===== src/pkg/lacs_pkg.sv =====
package lacs_pkg;

  // register map
  localparam int          NREG         = 12;
  localparam logic [7:0]  ADR_CTRL     = 8'h00;
  localparam logic [7:0]  ADR_SLICE    = 8'h01;
  localparam logic [7:0]  ADR_EMPH     = 8'h02;
  localparam logic [7:0]  ADR_SWING    = 8'h03;
  localparam logic [7:0]  ADR_BW_A     = 8'h04;
  localparam logic [7:0]  ADR_BW_B     = 8'h05;
  localparam logic [7:0]  ADR_BW_C     = 8'h06;
  localparam logic [7:0]  ADR_BW_D     = 8'h07;
  localparam logic [7:0]  ADR_SDET_A   = 8'h08;
  localparam logic [7:0]  ADR_SDET_B   = 8'h09;
  localparam logic [7:0]  ADR_SDET_C   = 8'h0a;
  localparam logic [7:0]  ADR_SDET_D   = 8'h0b;
  localparam int          BW_BASE      = 4;
  localparam int          SDET_BASE    = 8;

  // value after reset of every register
  localparam logic [7:0]  REG_RST      = 8'h00;

  // writable bits per register, index = offset; reserved bits read zero
  localparam logic [NREG-1:0][7:0] REG_MASK = {
    8'hff, 8'hff, 8'hff, 8'hff,
    8'h8f, 8'h8f, 8'h8f, 8'h8f,
    8'h03, 8'h0f, 8'hff, 8'h0f};

  // field positions
  localparam int          CTRL_MUTE_BIT  = 3;
  localparam int          CTRL_RANGE_BIT = 2;
  localparam int          CTRL_OCOFF_BIT = 1;
  localparam int          CUSTOM_BIT     = 7;

  // default bandwidth codes per pin state a..d (2.2, 4.0, 6.5, 11.0 GHz)
  localparam logic [3:0]  BW_DEF_A     = 4'hf;
  localparam logic [3:0]  BW_DEF_B     = 4'h8;
  localparam logic [3:0]  BW_DEF_C     = 4'h5;
  localparam logic [3:0]  BW_DEF_D     = 4'h2;

  // swing codes
  localparam logic [1:0]  SW_300       = 2'h0;
  localparam logic [1:0]  SW_600       = 2'h1;
  localparam logic [1:0]  SW_900       = 2'h3;
  localparam logic [3:0]  EMPH_MAX_DB  = 4'h8;

  // serial slave
  localparam logic [6:0]  DEV_ADDR     = 7'h44;
  localparam logic [3:0]  BYTE_BITS    = 4'h8;

  typedef logic [NREG-1:0][7:0] lacs_regs_t;

  typedef enum logic [9:0] {
    ST_IDLE   = 10'h001,
    ST_DEVADR = 10'h002,
    ST_ACKDEV = 10'h004,
    ST_REGADR = 10'h008,
    ST_ACKREG = 10'h010,
    ST_WDATA  = 10'h020,
    ST_ACKDAT = 10'h040,
    ST_RDATA  = 10'h080,
    ST_RACK   = 10'h100,
    ST_IGNORE = 10'h200
  } lacs_state_t;

endpackage


===== src/pkg/lacs_reg_if.sv =====
`timescale 1ns/1ns
interface lacs_reg_if;
  import lacs_pkg::*;
  logic             wr_en;
  logic [7:0]       wr_addr;
  logic [7:0]       wr_data;
  logic [7:0]       rd_addr;
  logic [7:0]       rd_data;
  lacs_regs_t       regs;
  modport bank (input wr_en, wr_addr, wr_data, rd_addr, output rd_data, regs);
  modport ctrl (output wr_en, wr_addr, wr_data, rd_addr, input rd_data, regs);
endinterface


===== src/core/lacs_regbank.sv =====
`timescale 1ns/1ns
module lacs_regbank (
  // clock and reset
  input  wire logic CLK,
  input  wire logic RST,
  // register access
  lacs_reg_if.bank  rb
);
  import lacs_pkg::*;

  logic [7:0] rd_q;

  genvar g;
  generate
    for (g = 0; g < NREG; g++) begin : g_reg
      logic [7:0] r_q;
      wire        hit = rb.wr_en && (rb.wr_addr == 8'(g));
      always_ff @(posedge CLK or posedge RST) begin
        if (RST) begin
          r_q <= REG_RST;
        end else if (hit) begin
          r_q <= rb.wr_data & REG_MASK[g];
        end
      end
      assign rb.regs[g] = r_q;
    end
  endgenerate

  // unmapped offsets read as zero
  wire       rd_hit = rb.rd_addr < 8'(NREG);
  wire [7:0] rd_d   = rd_hit ? rb.regs[rb.rd_addr[3:0]] : 8'h00;

  always_ff @(posedge CLK or posedge RST) begin
    if (RST) begin
      rd_q <= 8'h00;
    end else begin
      rd_q <= rd_d;
    end
  end

  assign rb.rd_data = rd_q;

endmodule // lacs_regbank


===== src/core/lacs_top.sv =====
`timescale 1ns/1ns
// Operation
// offset cancel bypass bit turns loop off
// slice level register drives threshold trim
// swing code selects 300, 600, 900 mV
// codes 00, 01, 11 map to swings
// emphasis code sets 0..8 dB, 1 dB steps
// four-bit bandwidth code picks 16 filters
// two pins pick among four bandwidth sources
// pin states map to defaults and registers
// custom bit picks register code over default
// open pins read high/low, selecting source d
// range bit picks high or low detect range
// seven-bit code sets detect threshold
// pin states map to detect defaults, registers
// custom bit picks register detect code
// open pins select detect source d
// absent flag when amplitude below threshold
// effective codes follow pins and registers
// code zero widest, fifteen narrowest bandwidth
module lacs_top #(
  parameter logic [6:0] SDET_DEF_A = 7'h00,
  parameter logic [6:0] SDET_DEF_B = 7'h13,
  parameter logic [6:0] SDET_DEF_C = 7'h46,
  parameter logic [6:0] SDET_DEF_D = 7'h46
) (
  // clock and reset
  input  wire logic       CLK,
  input  wire logic       RST,
  // two-wire serial port
  input  wire logic       SCK,
  input  wire logic       SDA_I,
  output logic            SDA_O,
  output logic            SDA_OE,
  // bandwidth select pins and open-pin sense
  input  wire logic       BW_PIN_HI,
  input  wire logic       BW_PIN_LO,
  input  wire logic       BW_PIN_HI_OPEN,
  input  wire logic       BW_PIN_LO_OPEN,
  // detected input amplitude, threshold scale
  input  wire logic [6:0] SIG_LEVEL,
  // analog control codes
  output logic            OFFSET_CANCEL_OFF,
  output logic [7:0]      SLICE_LEVEL_CODE,
  output logic [3:0]      EMPHASIS_CODE,
  output logic [1:0]      SWING_CODE,
  output logic [2:0]      SWING_SEL,
  output logic            OUTPUT_MUTE,
  output logic [3:0]      BW_CODE,
  output logic            SIGDET_RANGE_HI,
  output logic [6:0]      SIGDET_CODE,
  output logic            SIGNAL_ABSENT
);
  import lacs_pkg::*;

  lacs_reg_if rif ();

  lacs_regbank u_bank (
    .CLK (CLK),
    .RST (RST),
    .rb  (rif.bank)
  );

  // serial slave

  logic        scl_q;
  logic        scl_p;
  logic        sda_q;
  logic        sda_p;
  lacs_state_t state_q;
  lacs_state_t state_d;
  logic [3:0]  cnt_q;
  logic [3:0]  cnt_d;
  logic [7:0]  sh_q;
  logic [7:0]  sh_d;
  logic [7:0]  ptr_q;
  logic [7:0]  ptr_d;
  logic        rw_q;
  logic        rw_d;
  logic        drv_q;
  logic        drv_d;

  // inputs are clock-synchronous; one stage more gives edge history
  always_ff @(posedge CLK or posedge RST) begin
    if (RST) begin
      scl_q <= 1'b1;
      scl_p <= 1'b1;
      sda_q <= 1'b1;
      sda_p <= 1'b1;
    end else begin
      scl_q <= SCK;
      scl_p <= scl_q;
      sda_q <= SDA_I;
      sda_p <= sda_q;
    end
  end

  wire scl_rise = scl_q & ~scl_p;
  wire scl_fall = ~scl_q & scl_p;
  wire start_c  = scl_q & scl_p & sda_p & ~sda_q;
  wire stop_c   = scl_q & scl_p & ~sda_p & sda_q;
  wire byte_in  = cnt_q == BYTE_BITS;
  wire shift_in = scl_rise && !byte_in;
  wire addr_hit = sh_q[7:1] == DEV_ADDR;

  // commit on the falling edge that closes the data byte
  assign rif.wr_en   = scl_fall && byte_in && (state_q == ST_WDATA);
  assign rif.wr_addr = ptr_q;
  assign rif.wr_data = sh_q;
  assign rif.rd_addr = ptr_q;

  always_comb begin
    state_d = state_q;
    cnt_d   = cnt_q;
    sh_d    = sh_q;
    ptr_d   = ptr_q;
    rw_d    = rw_q;
    drv_d   = drv_q;
    if (stop_c) begin
      state_d = ST_IDLE;
      drv_d   = 1'b0;
    end else if (start_c) begin
      // a repeated start restarts framing at any point
      state_d = ST_DEVADR;
      cnt_d   = 4'h0;
      drv_d   = 1'b0;
    end else begin
      case (state_q)
        ST_IDLE: begin
          drv_d = 1'b0;
        end
        ST_DEVADR: begin
          if (shift_in) begin
            sh_d  = {sh_q[6:0], sda_q};
            cnt_d = cnt_q + 4'h1;
          end else if (scl_fall && byte_in) begin
            if (addr_hit) begin
              drv_d   = 1'b1;
              rw_d    = sh_q[0];
              state_d = ST_ACKDEV;
            end else begin
              state_d = ST_IGNORE;
            end
          end
        end
        ST_ACKDEV: begin
          if (scl_fall) begin
            if (rw_q) begin
              // read returns the byte at the last written pointer
              sh_d    = rif.rd_data;
              drv_d   = ~rif.rd_data[7];
              cnt_d   = 4'h1;
              state_d = ST_RDATA;
            end else begin
              drv_d   = 1'b0;
              cnt_d   = 4'h0;
              state_d = ST_REGADR;
            end
          end
        end
        ST_REGADR: begin
          if (shift_in) begin
            sh_d  = {sh_q[6:0], sda_q};
            cnt_d = cnt_q + 4'h1;
          end else if (scl_fall && byte_in) begin
            ptr_d   = sh_q;
            drv_d   = 1'b1;
            state_d = ST_ACKREG;
          end
        end
        ST_ACKREG: begin
          if (scl_fall) begin
            drv_d   = 1'b0;
            cnt_d   = 4'h0;
            state_d = ST_WDATA;
          end
        end
        ST_WDATA: begin
          if (shift_in) begin
            sh_d  = {sh_q[6:0], sda_q};
            cnt_d = cnt_q + 4'h1;
          end else if (scl_fall && byte_in) begin
            drv_d   = 1'b1;
            state_d = ST_ACKDAT;
          end
        end
        ST_ACKDAT: begin
          // one data byte per transfer; further bytes are not acknowledged
          if (scl_fall) begin
            drv_d   = 1'b0;
            state_d = ST_IGNORE;
          end
        end
        ST_RDATA: begin
          if (scl_fall) begin
            if (byte_in) begin
              drv_d   = 1'b0;
              state_d = ST_RACK;
            end else begin
              sh_d  = {sh_q[6:0], 1'b0};
              drv_d = ~sh_q[6];
              cnt_d = cnt_q + 4'h1;
            end
          end
        end
        ST_RACK: begin
          if (scl_fall) begin
            state_d = ST_IGNORE;
          end
        end
        ST_IGNORE: begin
          drv_d = 1'b0;
        end
        default: begin
          state_d = ST_IDLE;
          drv_d   = 1'b0;
        end
      endcase
    end
  end

  always_ff @(posedge CLK or posedge RST) begin
    if (RST) begin
      state_q <= ST_IDLE;
      cnt_q   <= 4'h0;
      sh_q    <= 8'h00;
      ptr_q   <= 8'h00;
      rw_q    <= 1'b0;
      drv_q   <= 1'b0;
    end else begin
      state_q <= state_d;
      cnt_q   <= cnt_d;
      sh_q    <= sh_d;
      ptr_q   <= ptr_d;
      rw_q    <= rw_d;
      drv_q   <= drv_d;
    end
  end

  // open drain: only ever pulls low
  assign SDA_O  = 1'b0;
  assign SDA_OE = drv_q;

  // rate and detect selection

  // defaults in pin-state order a..d; codes rise as the bandwidth narrows
  localparam logic [3:0][3:0] BW_DEF   = {BW_DEF_D, BW_DEF_C, BW_DEF_B, BW_DEF_A};
  localparam logic [3:0][6:0] SDET_DEF = {SDET_DEF_D, SDET_DEF_C, SDET_DEF_B, SDET_DEF_A};

  wire [7:0] ctrl_r  = rif.regs[ADR_CTRL[3:0]];
  wire [7:0] slice_r = rif.regs[ADR_SLICE[3:0]];
  wire [7:0] emph_r  = rif.regs[ADR_EMPH[3:0]];
  wire [7:0] swing_r = rif.regs[ADR_SWING[3:0]];

  // control and swing fields; bit 0 of the control flags is kept but drives nothing
  wire       ocoff_r  = ctrl_r[CTRL_OCOFF_BIT];
  wire       range_r  = ctrl_r[CTRL_RANGE_BIT];
  wire       mute_r   = ctrl_r[CTRL_MUTE_BIT];
  wire [1:0] swcode_r = swing_r[1:0];

  // an open pin reads as its internal pull: high pin up, low pin down
  // so an unwired board lands on source d without any register write
  wire pin_hi = BW_PIN_HI_OPEN ? 1'b1 : BW_PIN_HI;
  wire pin_lo = BW_PIN_LO_OPEN ? 1'b0 : BW_PIN_LO;

  // 00->a, 01->b, 11->c, 10->d
  wire [1:0] src = {pin_hi, pin_hi ^ pin_lo};

  // every source resolves its own code, so the pins only steer a final mux
  // and a pin change never waits on a register lookup
  wire [3:0][3:0] bw_cand;
  wire [3:0][6:0] sdet_cand;

  genvar s;
  generate
    for (s = 0; s < 4; s++) begin : g_src
      wire [7:0] bw_r   = rif.regs[BW_BASE + s];
      wire [7:0] sdet_r = rif.regs[SDET_BASE + s];
      // a register takes over only while its custom bit is set
      wire       bw_own = bw_r[CUSTOM_BIT];
      wire       sd_own = sdet_r[CUSTOM_BIT];
      assign bw_cand[s]   = bw_own ? bw_r[3:0] : BW_DEF[s];
      assign sdet_cand[s] = sd_own ? sdet_r[6:0] : SDET_DEF[s];
    end
  endgenerate

  // selection is purely combinational; the flops below add one cycle
  wire [3:0] bw_eff   = bw_cand[src];
  wire [6:0] sdet_eff = sdet_cand[src];

  // codes above the top step clamp rather than wrap
  wire [3:0] emph_eff = (emph_r[3:0] > EMPH_MAX_DB) ? EMPH_MAX_DB : emph_r[3:0];

  // undefined code 10 falls back to the lowest swing
  wire [2:0] swing_sel =
    (swcode_r == SW_900) ? 3'h4 :
    (swcode_r == SW_600) ? 3'h2 : 3'h1;

  // no hysteresis: the flag follows the comparison every cycle
  wire absent_d = SIG_LEVEL < sdet_eff;

  // settings taken straight from the control and slice registers
  always_ff @(posedge CLK or posedge RST) begin
    if (RST) begin
      OFFSET_CANCEL_OFF <= 1'b0;
      SIGDET_RANGE_HI   <= 1'b0;
      OUTPUT_MUTE       <= 1'b0;
      SLICE_LEVEL_CODE  <= 8'h00;
    end else begin
      OFFSET_CANCEL_OFF <= ocoff_r;
      SIGDET_RANGE_HI   <= range_r;
      OUTPUT_MUTE       <= mute_r;
      SLICE_LEVEL_CODE  <= slice_r;
    end
  end

  // output stage codes
  always_ff @(posedge CLK or posedge RST) begin
    if (RST) begin
      EMPHASIS_CODE <= 4'h0;
      SWING_CODE    <= SW_300;
      SWING_SEL     <= 3'h1;
    end else begin
      EMPHASIS_CODE <= emph_eff;
      SWING_CODE    <= swcode_r;
      SWING_SEL     <= swing_sel;
    end
  end

  // pin-steered codes and the detect comparison
  always_ff @(posedge CLK or posedge RST) begin
    if (RST) begin
      BW_CODE       <= 4'h0;
      SIGDET_CODE   <= 7'h00;
      SIGNAL_ABSENT <= 1'b0;
    end else begin
      BW_CODE       <= bw_eff;
      SIGDET_CODE   <= sdet_eff;
      SIGNAL_ABSENT <= absent_d;
    end
  end

endmodule // lacs_top


===== config.mk =====
export PLATFORM = sky130hd
export DESIGN_NAME = lacs_top
export DESIGN_NICKNAME = d
export VERILOG_FILES = /design/src/pkg/lacs_pkg.sv /design/src/pkg/lacs_reg_if.sv /design/src/core/lacs_regbank.sv /design/src/core/lacs_top.sv
export SDC_FILE = /design/constraint.sdc
export NUM_CORES = 1
export LEC_CHECK = 0
export BUFFER_PORTS_ARGS = -buffer_cell sky130_fd_sc_hd__buf_4
export CAP_MARGIN = 15
export CELL_PAD_IN_SITES_DETAIL_PLACEMENT = 1
export CELL_PAD_IN_SITES_GLOBAL_PLACEMENT = 2
export CORE_UTILIZATION = 41
export DETAILED_ROUTE_END_ITERATION = 7
export GPL_ROUTABILITY_DRIVEN = 0
export PLACE_DENSITY_LB_ADDON = 0.25
export RECOVER_POWER = 100
export SYNTH_ARGS = -nofsm -noshare
export SYNTH_HDL_FRONTEND = slang
export SYNTH_SLANG_ARGS = --single-unit

===== constraint.sdc =====
create_clock -name CLK -period 5.95 [get_ports CLK]
set_clock_uncertainty 0.2 [all_clocks]
set_input_delay 1.19 -clock CLK [delete_from_list [all_inputs] [get_ports CLK]]
set_output_delay 1.19 -clock CLK [all_outputs]
set_load 0.01 [all_outputs]

# [Yosys cells after proc, flatten, opt, wreduce, memory -nomap -nowiden]
# Index checks and enable logic that the tools add are counted.
[totals] ff_bits=146 out_inout_bits=34 word_cells=201
[classes] add_sub_neg=1 order_cmp=5 eq_ne=52 mux=63 bitwise=17 n_reduce_logical=30
[ops] op="$mux W10" count=14
[ops] op="$pmux W10 S8" count=1
[ops] op="$mux W8" count=8
[ops] op="$mux W4" count=12
[ops] op="$ne A4 B4 Y1 const B" count=12
[ops] op="$mux W7" count=5
[ops] op="$bmux W8 S4" count=1
[ops] op="$eq A8 B3 Y1 const B" count=4
[ops] op="$eq A8 B4 Y1 const B" count=4
[ops] op="$pmux W8 S3" count=1
[ops] op="$eq A8 B2 Y1 const B" count=2
[ops] op="$pmux W4 S4" count=1
[ops] op="$logic_and A1 B1 Y1" count=15
[ops] op="$mux W1" count=15
[ops] op="$ne A3 B3 Y1 const B" count=5
[ops] op="$bmux W7 S2" count=1
[ops] op="$ne A4 B1 Y1 const B" count=3
[ops] op="$reduce_and A12 Y1" count=1
[ops] op="$eq A10 B1 Y1 const B" count=1
[ops] op="$eq A10 B10 Y1 const B" count=1
[ops] op="$eq A10 B2 Y1 const B" count=1
[ops] op="$eq A10 B3 Y1 const B" count=1
[ops] op="$eq A10 B4 Y1 const B" count=1
[ops] op="$eq A10 B5 Y1 const B" count=1
[ops] op="36 further kinds" count=57

# [Longest topological paths before layout]
# Gate-level depths: netlist of run 1.
[depth] word_depth=8 ltp_mapped=12 ltp_nobuf=11

# [Modules after synthesis]
# A second synthesis of run 1 with hierarchy kept.
[hier_totals] hier_cells=616 hier_area_um2=7283.2
[by_module_without_submodules] module="lacs_regbank" instances=1 cells_per_inst=266 area_per_inst_um2=3721.1
[by_module_without_submodules] module="lacs_top" instances=1 cells_per_inst=350 area_per_inst_um2=3562.2

# [Worst setup path after synthesis of run 1]
# Ideal clock, no wire load.
[synth_path] path_kind="input-to-reg" from="input port BW_PIN_HI_OPEN" to="register SIGNAL_ABSENT" setup_ns=0.066 arrival_ns=2.961 path_slack_ns=2.724 cell_stages=11 path_buffers=0 cell_sequence="nor2_1 xnor2_1 and2_1 a32oi_1 o21ai_0 inv_1 ha_1 a21o_1 a21o_1 a21oi_1 o31a_1"
[synth_between] elab_chain_cells=5
[synth_rtl] item="start: declaration" line="lacs_top.sv:38" source="input wire logic BW_PIN_HI_OPEN,"
[synth_rtl] item="$mux W1 *" line="lacs_top.sv:263" source="wire pin_hi = BW_PIN_HI_OPEN ? 1'b1 : BW_PIN_HI;"
[synth_rtl] item="$xor A1 B1 Y1" line="lacs_top.sv:267" source="wire [1:0] src = {pin_hi, pin_hi ^ pin_lo};"
[synth_rtl] item="$bmux W7 S2 *" line="lacs_top.sv:289" source="wire [6:0] sdet_eff = sdet_cand[src];"
[synth_rtl] item="$mux W7 (not written as such) *" line="lacs_top.sv:289"
[synth_rtl] item="via sdet_eff[4]" line="lacs_top.sv:289"
[synth_rtl] item="$lt A7 B7 Y1 *" line="lacs_top.sv:300" source="wire absent_d = SIG_LEVEL < sdet_eff;"
[synth_rtl] item="via absent_d" line="lacs_top.sv:300"
[synth_rtl] item="end signal: assignment" line="lacs_top.sv:339" source="SIGNAL_ABSENT <= absent_d;"
[synth_rtl] item="end: declaration" line="lacs_top.sv:52" source="output logic SIGNAL_ABSENT"
# The timed path passes the listed nets; every way through them passes the cells marked *. The select of a mux whose other input is x is not followed.
# A chain may end at the register's enable or synchronous reset.

# [Final worst setup path of run 1]
[layout_path] from="register state_q[7]" to="register sh_q[0] (netlist: rif.wr_data[0])"
[layout_between] elab_chain_cells=4 word_cells_on_any_way=14 classes_between="eq/ne: 10; mux: 1; reduce/logical: 3"
[layout_rtl] item="start: declaration" line="lacs_top.sv:70" source="lacs_state_t state_q;"
[layout_rtl] item="start signal: assignment" line="lacs_top.sv:231" source="state_q <= state_d;"
[layout_rtl] item="$eq A10 B6 Y1, or another cell as far along" line="lacs_top.sv:128" source="case (state_q)"
[layout_rtl] item="$reduce_or A3 Y1 (no line)"
[layout_rtl] item="$ne A2 B1 Y1 (no line) / $reduce_bool A3 Y1 (equally long branches)"
[layout_rtl] item="$reduce_and A8 Y1 (no line)"
[layout_rtl] item="end signal: assignment" line="lacs_top.sv:226" source="sh_q <= 8'h00;"
[layout_rtl] item="end signal: assignment" line="lacs_top.sv:233" source="sh_q <= sh_d;"
[layout_rtl] item="end: declaration" line="lacs_top.sv:74" source="logic [7:0] sh_q;"
# Parallel ways exist; a longest one is shown, timed or not.

==> flow_metrics.tcl, run 1 <==
set metrics [dict create \
    start_util 0.4246 \
    die_h_um 134.0 \
    antenna_cells 0 \
    routed_wl_um 19220 \
    nFillCells 1820 \
    fin_crit_sh 0.6854 \
    drt_pre_antenna_iters 4 \
    clk_latency_ns 0.43 \
    cp-end-kind "register" \
    vias_per_cell 5.784 \
    cts_setup_buffers 0 \
    powerDensity_nw_per_um2 290.1 \
    fin_util 0.4748 \
    vdd_drop_max_mv 0.1974 \
    grt.overflow.total 0 \
    cts_made_buffers 17 \
    worst_ep_required_time_ns 6.06 \
    r2r_end "rif.wr_data[0]" \
    hold_violations 0 \
    h-tree-depth 4 \
    fin_area_um2 7985 \
    synthArstFlopShare 1.000 \
    cap_violations 1 \
    gr-usage-all-layers 0.2324 \
    worst_slew_pin_slew_ns 1.554 \
    numPortBuffers 47 \
    postCtsHoldBufs 0 \
    synth_edf_count 0 \
    drv_slew 23 \
    avgSynthCellArea_um2 11.74 \
    cts_tree "built" \
    num-nets-final 663 \
    drtAntennaViolNets 0 \
    fmax_ghz 0.2452 \
    grt_pass1_vias 5467 \
    synth_cell_types 72 \
    slew_headroom -0.03587 \
    min_path_type "reg2reg" \
    grt_pass1_wl_um 31480 \
    min-delay-start "u_bank.g_reg[1].r_q[6]" \
    rrSetupSlack_ns 1.87 \
    hpwl_um 13310 \
    rsz0062_at_grt "false" \
    path_max_fanout 12 \
    place_area_um2 7620 \
    dieArea_um2 17950 \
    status "finished, violations left" \
    rows 47 \
    startpoint_type "register" \
    cts_root_buffer "clkbuf_16" \
    fp.coreArea_um2 16820 \
    ys_ff_latch 146 \
    p_leak_nw 3.630 \
    crit_arrival_ns 4.18 \
    clkTransAtPathRegs_ns 0.06 \
    vias 5049 \
    setup_viol 0 \
    pin_count 49 \
    final_common_cell "dfrtp_1" \
    holdPathStages 0 \
    drt_iter0_markers 229 \
    drc 0 \
    drive_gt1_frac 0.2037 \
    tns_ns 0 \
    r2r_start "state_q[7]" \
    synth_flop_cell "dfrtp_1" \
    layout_common_cells "dfrtp_1, mux2_2, nor2_1" \
    power_w 0.002317 \
    grt_max_degree 98 \
    synth_fp_nets 631 \
    path_class "reg2reg" \
    failed_checks "max-capacitance violations, max-slew violations" \
    cts_buffer_depth 2 \
    synth-seq-area-share 0.5127 \
    finalCriticalPeriod_ns 4.078 \
    area_delta_synth_final_pct 11.83 \
    wl_per_cell_um 22.02 \
    netlist_instances 608 \
    ys_warn_count 0 \
    netlist_area_um2 7141 \
    cts_resized 0 \
    reg2reg_depth 6 \
    die_w_um 134.0 \
    hold_end "SLICE_LEVEL_CODE[6]" \
    antenna_found_initial 0 \
    clock-sinks 146 \
]
how the worst max path moves through the flow:
stage | slack [ns] | to | cells past startpoint | start
after floorplan | 0.65 | BW_CODE[0] | 1 | RST
after global placement | 2.45 | SIGNAL_ABSENT | 13 | BW_PIN_HI_OPEN
after detailed placement | 2.31 | SIGNAL_ABSENT | 13 | BW_PIN_HI_OPEN
after CTS | 2.68 | rif.wr_data[4] | 6 | state_q[6]
after global routing | 1.54 | u_bank.g_reg[1].r_q[1] | 6 | state_q[6]
final | 1.87 | rif.wr_data[0] | 6 | state_q[7]
state kept, by name, summed over array words and instances (netlist names), 2 cells and up:
register / count
u_bank.g.r_q: 70
EMPHASIS_CODE: 4
state_q: 10
rif.wr_data: 8
SWING_CODE: 2
SWING_SEL: 3
BW_CODE: 4
ptr_q: 8
cnt_q: 4
SIGDET_CODE: 7
u_bank.rb.rd_data: 8
SLICE_LEVEL_CODE: 8
logic make-up after synthesis:
| kind of cell | share of synthesized area |
|---|---|
| DFF | 0.5127 |
| and+or+nand+nor | 0.1354 |
| other | 0.0005252 |
| AOI/OAI and AO/OA | 0.1079 |
| buffers and inverters | 0.03732 |
| adders and majority gates | 0.01402 |
| muxes | 0.1847 |
| xor gates and xnor gates | 0.007361 |
report_power, final:
group / switching [W] / leakage (nW) / internal, W
Combinational: 0.000136 / 1.35 / 0.0000685
Sequential: 0.0000419 / 1.99 / 0.00102
Clock: 0.000448 / 0.282 / 0.000606
Total: 0.000626 / 3.63 / 0.00169
metal layers:
metal	GRT usage	up-vias	part of all wire	routed length (um)
met5	0	-	0	0
met4	0.06944	0	0.016	313
met3	0.04271	23	0.022	428
met2	0.4004	78	0.52	10010
met1	0.2971	2664	0.44	8471
li1	-	2284	-	-
metrics by stage:
stage	worst slack, ns	instances	hold WS [ns]
3_5_place_dp	2.307	840	0.1928
2_1_floorplan	0.6469	608	0.1623
4_1_cts	2.685	872	0.2019
3_3_place_gp	2.447	840	0.1881
5_1_grt	1.539	873	0.2326
6_report	1.872	873	0.2131
synth_stat cells, drive strengths merged, types with 5 or more instances:
library cell / instances / area share
dfrtp: 140 / 0.49
and3: 6 / 0.0053
inv: 20 / 0.011
nand2b: 5 / 0.0044
nand3b: 6 / 0.0063
a2bb2oi: 9 / 0.011
o211ai: 5 / 0.0053
o21ai: 19 / 0.013
nor4: 5 / 0.010
nor3b: 6 / 0.0070
dfstp: 6 / 0.022
a31oi: 8 / 0.0070
mux2: 80 / 0.13
clkbuf: 28 / 0.015
nand3: 19 / 0.013
nor2b: 12 / 0.011
o22ai: 10 / 0.0088
a21oi: 28 / 0.021
buf: 12 / 0.012
mux2i: 8 / 0.011
nor3: 8 / 0.0072
mux4: 15 / 0.047
nand4: 5 / 0.0044
nor2: 41 / 0.023
ha: 8 / 0.014
nand2: 36 / 0.019
critical path: stages, from the launching register on:
cell and delay (ns):
dfrtp_1 0.53, nor4_1 1.17, nand3_1 0.21, and3_1 0.32, or3b_1 0.52, a21oi_1 0.62, mux2_1 0.39
cell type report:
type	count	area (um^2)	area share
multi-input combinational	402	3128	0.3917
inverter	20	80.08	0.01003
clock inverter	12	121.4	0.01520
timing repair buffer	53	262.8	0.03291
clock buffer	20	456.7	0.05719
tap	220	275.3	0.03447
sequential	146	3661	0.4585
Note: power is estimated with default switching activity, not from simulation.
==> run 2: changes to the inputs <==
Clock period 5.95 ns to 4.22 ns, I/O delays scaled along.
==> flow_metrics.tcl, run 2 (synthesized netlist as in run 1, its figures left out) <==
set metrics [dict create \
    fmax_ghz 0.2899 \
    num-nets-final 664 \
    clk_latency_ns 0.42 \
    hold_violations 0 \
    hpwl_um 13080 \
    antenna_cells 0 \
    crit_arrival_ns 3.61 \
    swShare 0.2640 \
    area_delta_synth_final_pct 11.97 \
    largest_register_ffs 70 \
    wl_per_cell_um 21.78 \
    clock-sinks 146 \
    startpoint_type "primary input" \
    fin_crit_sh 0.8174 \
    grt_max_degree 77 \
    finalCriticalPeriod_ns 3.450 \
    rsz0062_at_grt "false" \
    cts_buffer_depth 2 \
    place_area_um2 7634 \
    holdPathStages 0 \
    drt_iter0_markers 323 \
    grt_pass1_wl_um 31390 \
    cts_setup_buffers 0 \
    numPortBuffers 47 \
    drv_slew 148 \
    cap_violations 2 \
    h-tree-depth 4 \
    fp.coreArea_um2 16820 \
    pin_count 49 \
    final_common_cell "dfrtp_1" \
    grt.overflow.total 0 \
    stdcell_count 873 \
    path_max_fanout 26 \
    reg2reg_depth 6 \
    seq_power_share 0.467 \
    die_w_um 134.0 \
    cp-end-kind "register" \
    drc 0 \
    postCtsHoldBufs 0 \
    cts_tree "built" \
    layout_common_cells "dfrtp_1, mux2_2, nor2_1" \
    min_path_type "reg2reg" \
    endpoint "SIGNAL_ABSENT" \
    vias 5051 \
    rrSetupSlack_ns 0.82 \
    worst_ep_required_time_ns 4.38 \
    slew_headroom -0.2622 \
    p_sw_w 0.0008466 \
    grt_pass1_vias 5489 \
    top_regs "u_bank.g.r_q x70, state_q x10" \
    dieArea_um2 17950 \
    vdd_drop_max_mv 0.3657 \
    fin_util 0.4754 \
    drtAntennaViolNets 0 \
    antenna_found_initial 0 \
    p_leak_nw 3.624 \
    tns_ns 0 \
    drt_pre_antenna_iters 4 \
    place_inst 842 \
    worst_slew_pin_slew_ns 1.893 \
    routed_wl_um 19010 \
    combPwrFrac 0.091 \
    critPathLaunch "BW_PIN_HI_OPEN" \
    vias_per_cell 5.786 \
    failed_checks "max-capacitance violations, max-slew violations" \
    fin_area_um2 7995 \
    intPower_w 0.002360 \
    status "finished, violations left" \
    clkTransAtPathRegs_ns 0.06 \
    start_util 0.4246 \
    die_h_um 134.0 \
    cts_resized 0 \
    cts_made_buffers 17 \
    clockPowerShare 0.442 \
    rows 47 \
    r2r_start "state_q[6]" \
    r2r_end "u_bank.g_reg[1].r_q[3]" \
    largest_register "u_bank.g.r_q" \
    gr-usage-all-layers 0.2309 \
    cts_root_buffer "clkbuf_16" \
    drive_gt1_frac 0.2052 \
    path_class "in2reg" \
    setup_viol 0 \
    powerDensity_nw_per_um2 401.0 \
]
run 2: changes by cell type in the layout (fill, tap and decap cells not counted), sizes merged:
cell      change
clkinv        +2
inv           -4
clkbuf        +2
buf           -2
clkinvlp      +2
run 2: cell type report:
| type | instances | area, um^2 |
|---|---|---|
| fill | 1835 | 8823 |
| sequential | 146 | 3661 |
| timing repair buffer | 54 | 261.5 |
| multi-input combinational | 402 | 3169 |
| clock buffer | 19 | 442.9 |
| inverter | 20 | 76.32 |
| clock inverter | 12 | 108.9 |
| tap | 220 | 275.3 |
run 2: critical path, stage by stage:
cell and delay (ns):
clkbuf_4 0.11, nor2_1 0.09, clkbuf_1 0.83, xnor2_1 0.22
and2_0 0.24, a32oi_1 0.06, o21ai_0 0.22, inv_1 0.07
ha_1 0.30, a21o_1 0.17, a21o_1 0.17, a21oi_1 0.14
o31a_1 0.14
run 2: worst min-delay path by stage:
stage / startpoint / endpoint
6_report: u_bank.g_reg[1].r_q[2] / SLICE_LEVEL_CODE[2]
5_1_grt: u_bank.g_reg[1].r_q[2] / SLICE_LEVEL_CODE[2]
4_1_cts: sda_q / sda_p
3_5_place_dp: u_bank.g_reg[1].r_q[1] / SLICE_LEVEL_CODE[1]
3_3_place_gp: sda_q / sda_p
2_1_floorplan: u_bank.g_reg[1].r_q[0] / SLICE_LEVEL_CODE[0]
run 2: power groups by stage:
stage                     Clock (W)  Sequential [W]  Combinational [W]
after floorplan                   0         0.00148           0.000254
after global placement            0         0.00152           0.000299
after detailed placement          0         0.00152           0.000307
after CTS                   0.00145         0.00150           0.000309
after global routing        0.00151         0.00150           0.000329
final                       0.00142         0.00150           0.000292
run 2: routing by layer:
layer / up-vias / part of all wire / GRT usage
li1: 2292 / - / -
met1: 2670 / 0.45 / 0.3094
met2: 76 / 0.51 / 0.3840
met3: 13 / 0.035 / 0.05329
met4: 0 / 0.0079 / 0.04482
met5: - / 0 / 0
run 2: metrics by stage:
step	total power (W)	hold WS [ns]	worst slack (ns)
floorplan	0.001730	0.1623	1.340
global placement	0.001819	0.1892	1.084
detailed placement	0.001829	0.1940	0.9962
CTS	0.003260	0.2046	1.142
global route	0.003340	0.2131	0.5067
finish	0.003206	0.2050	0.7704
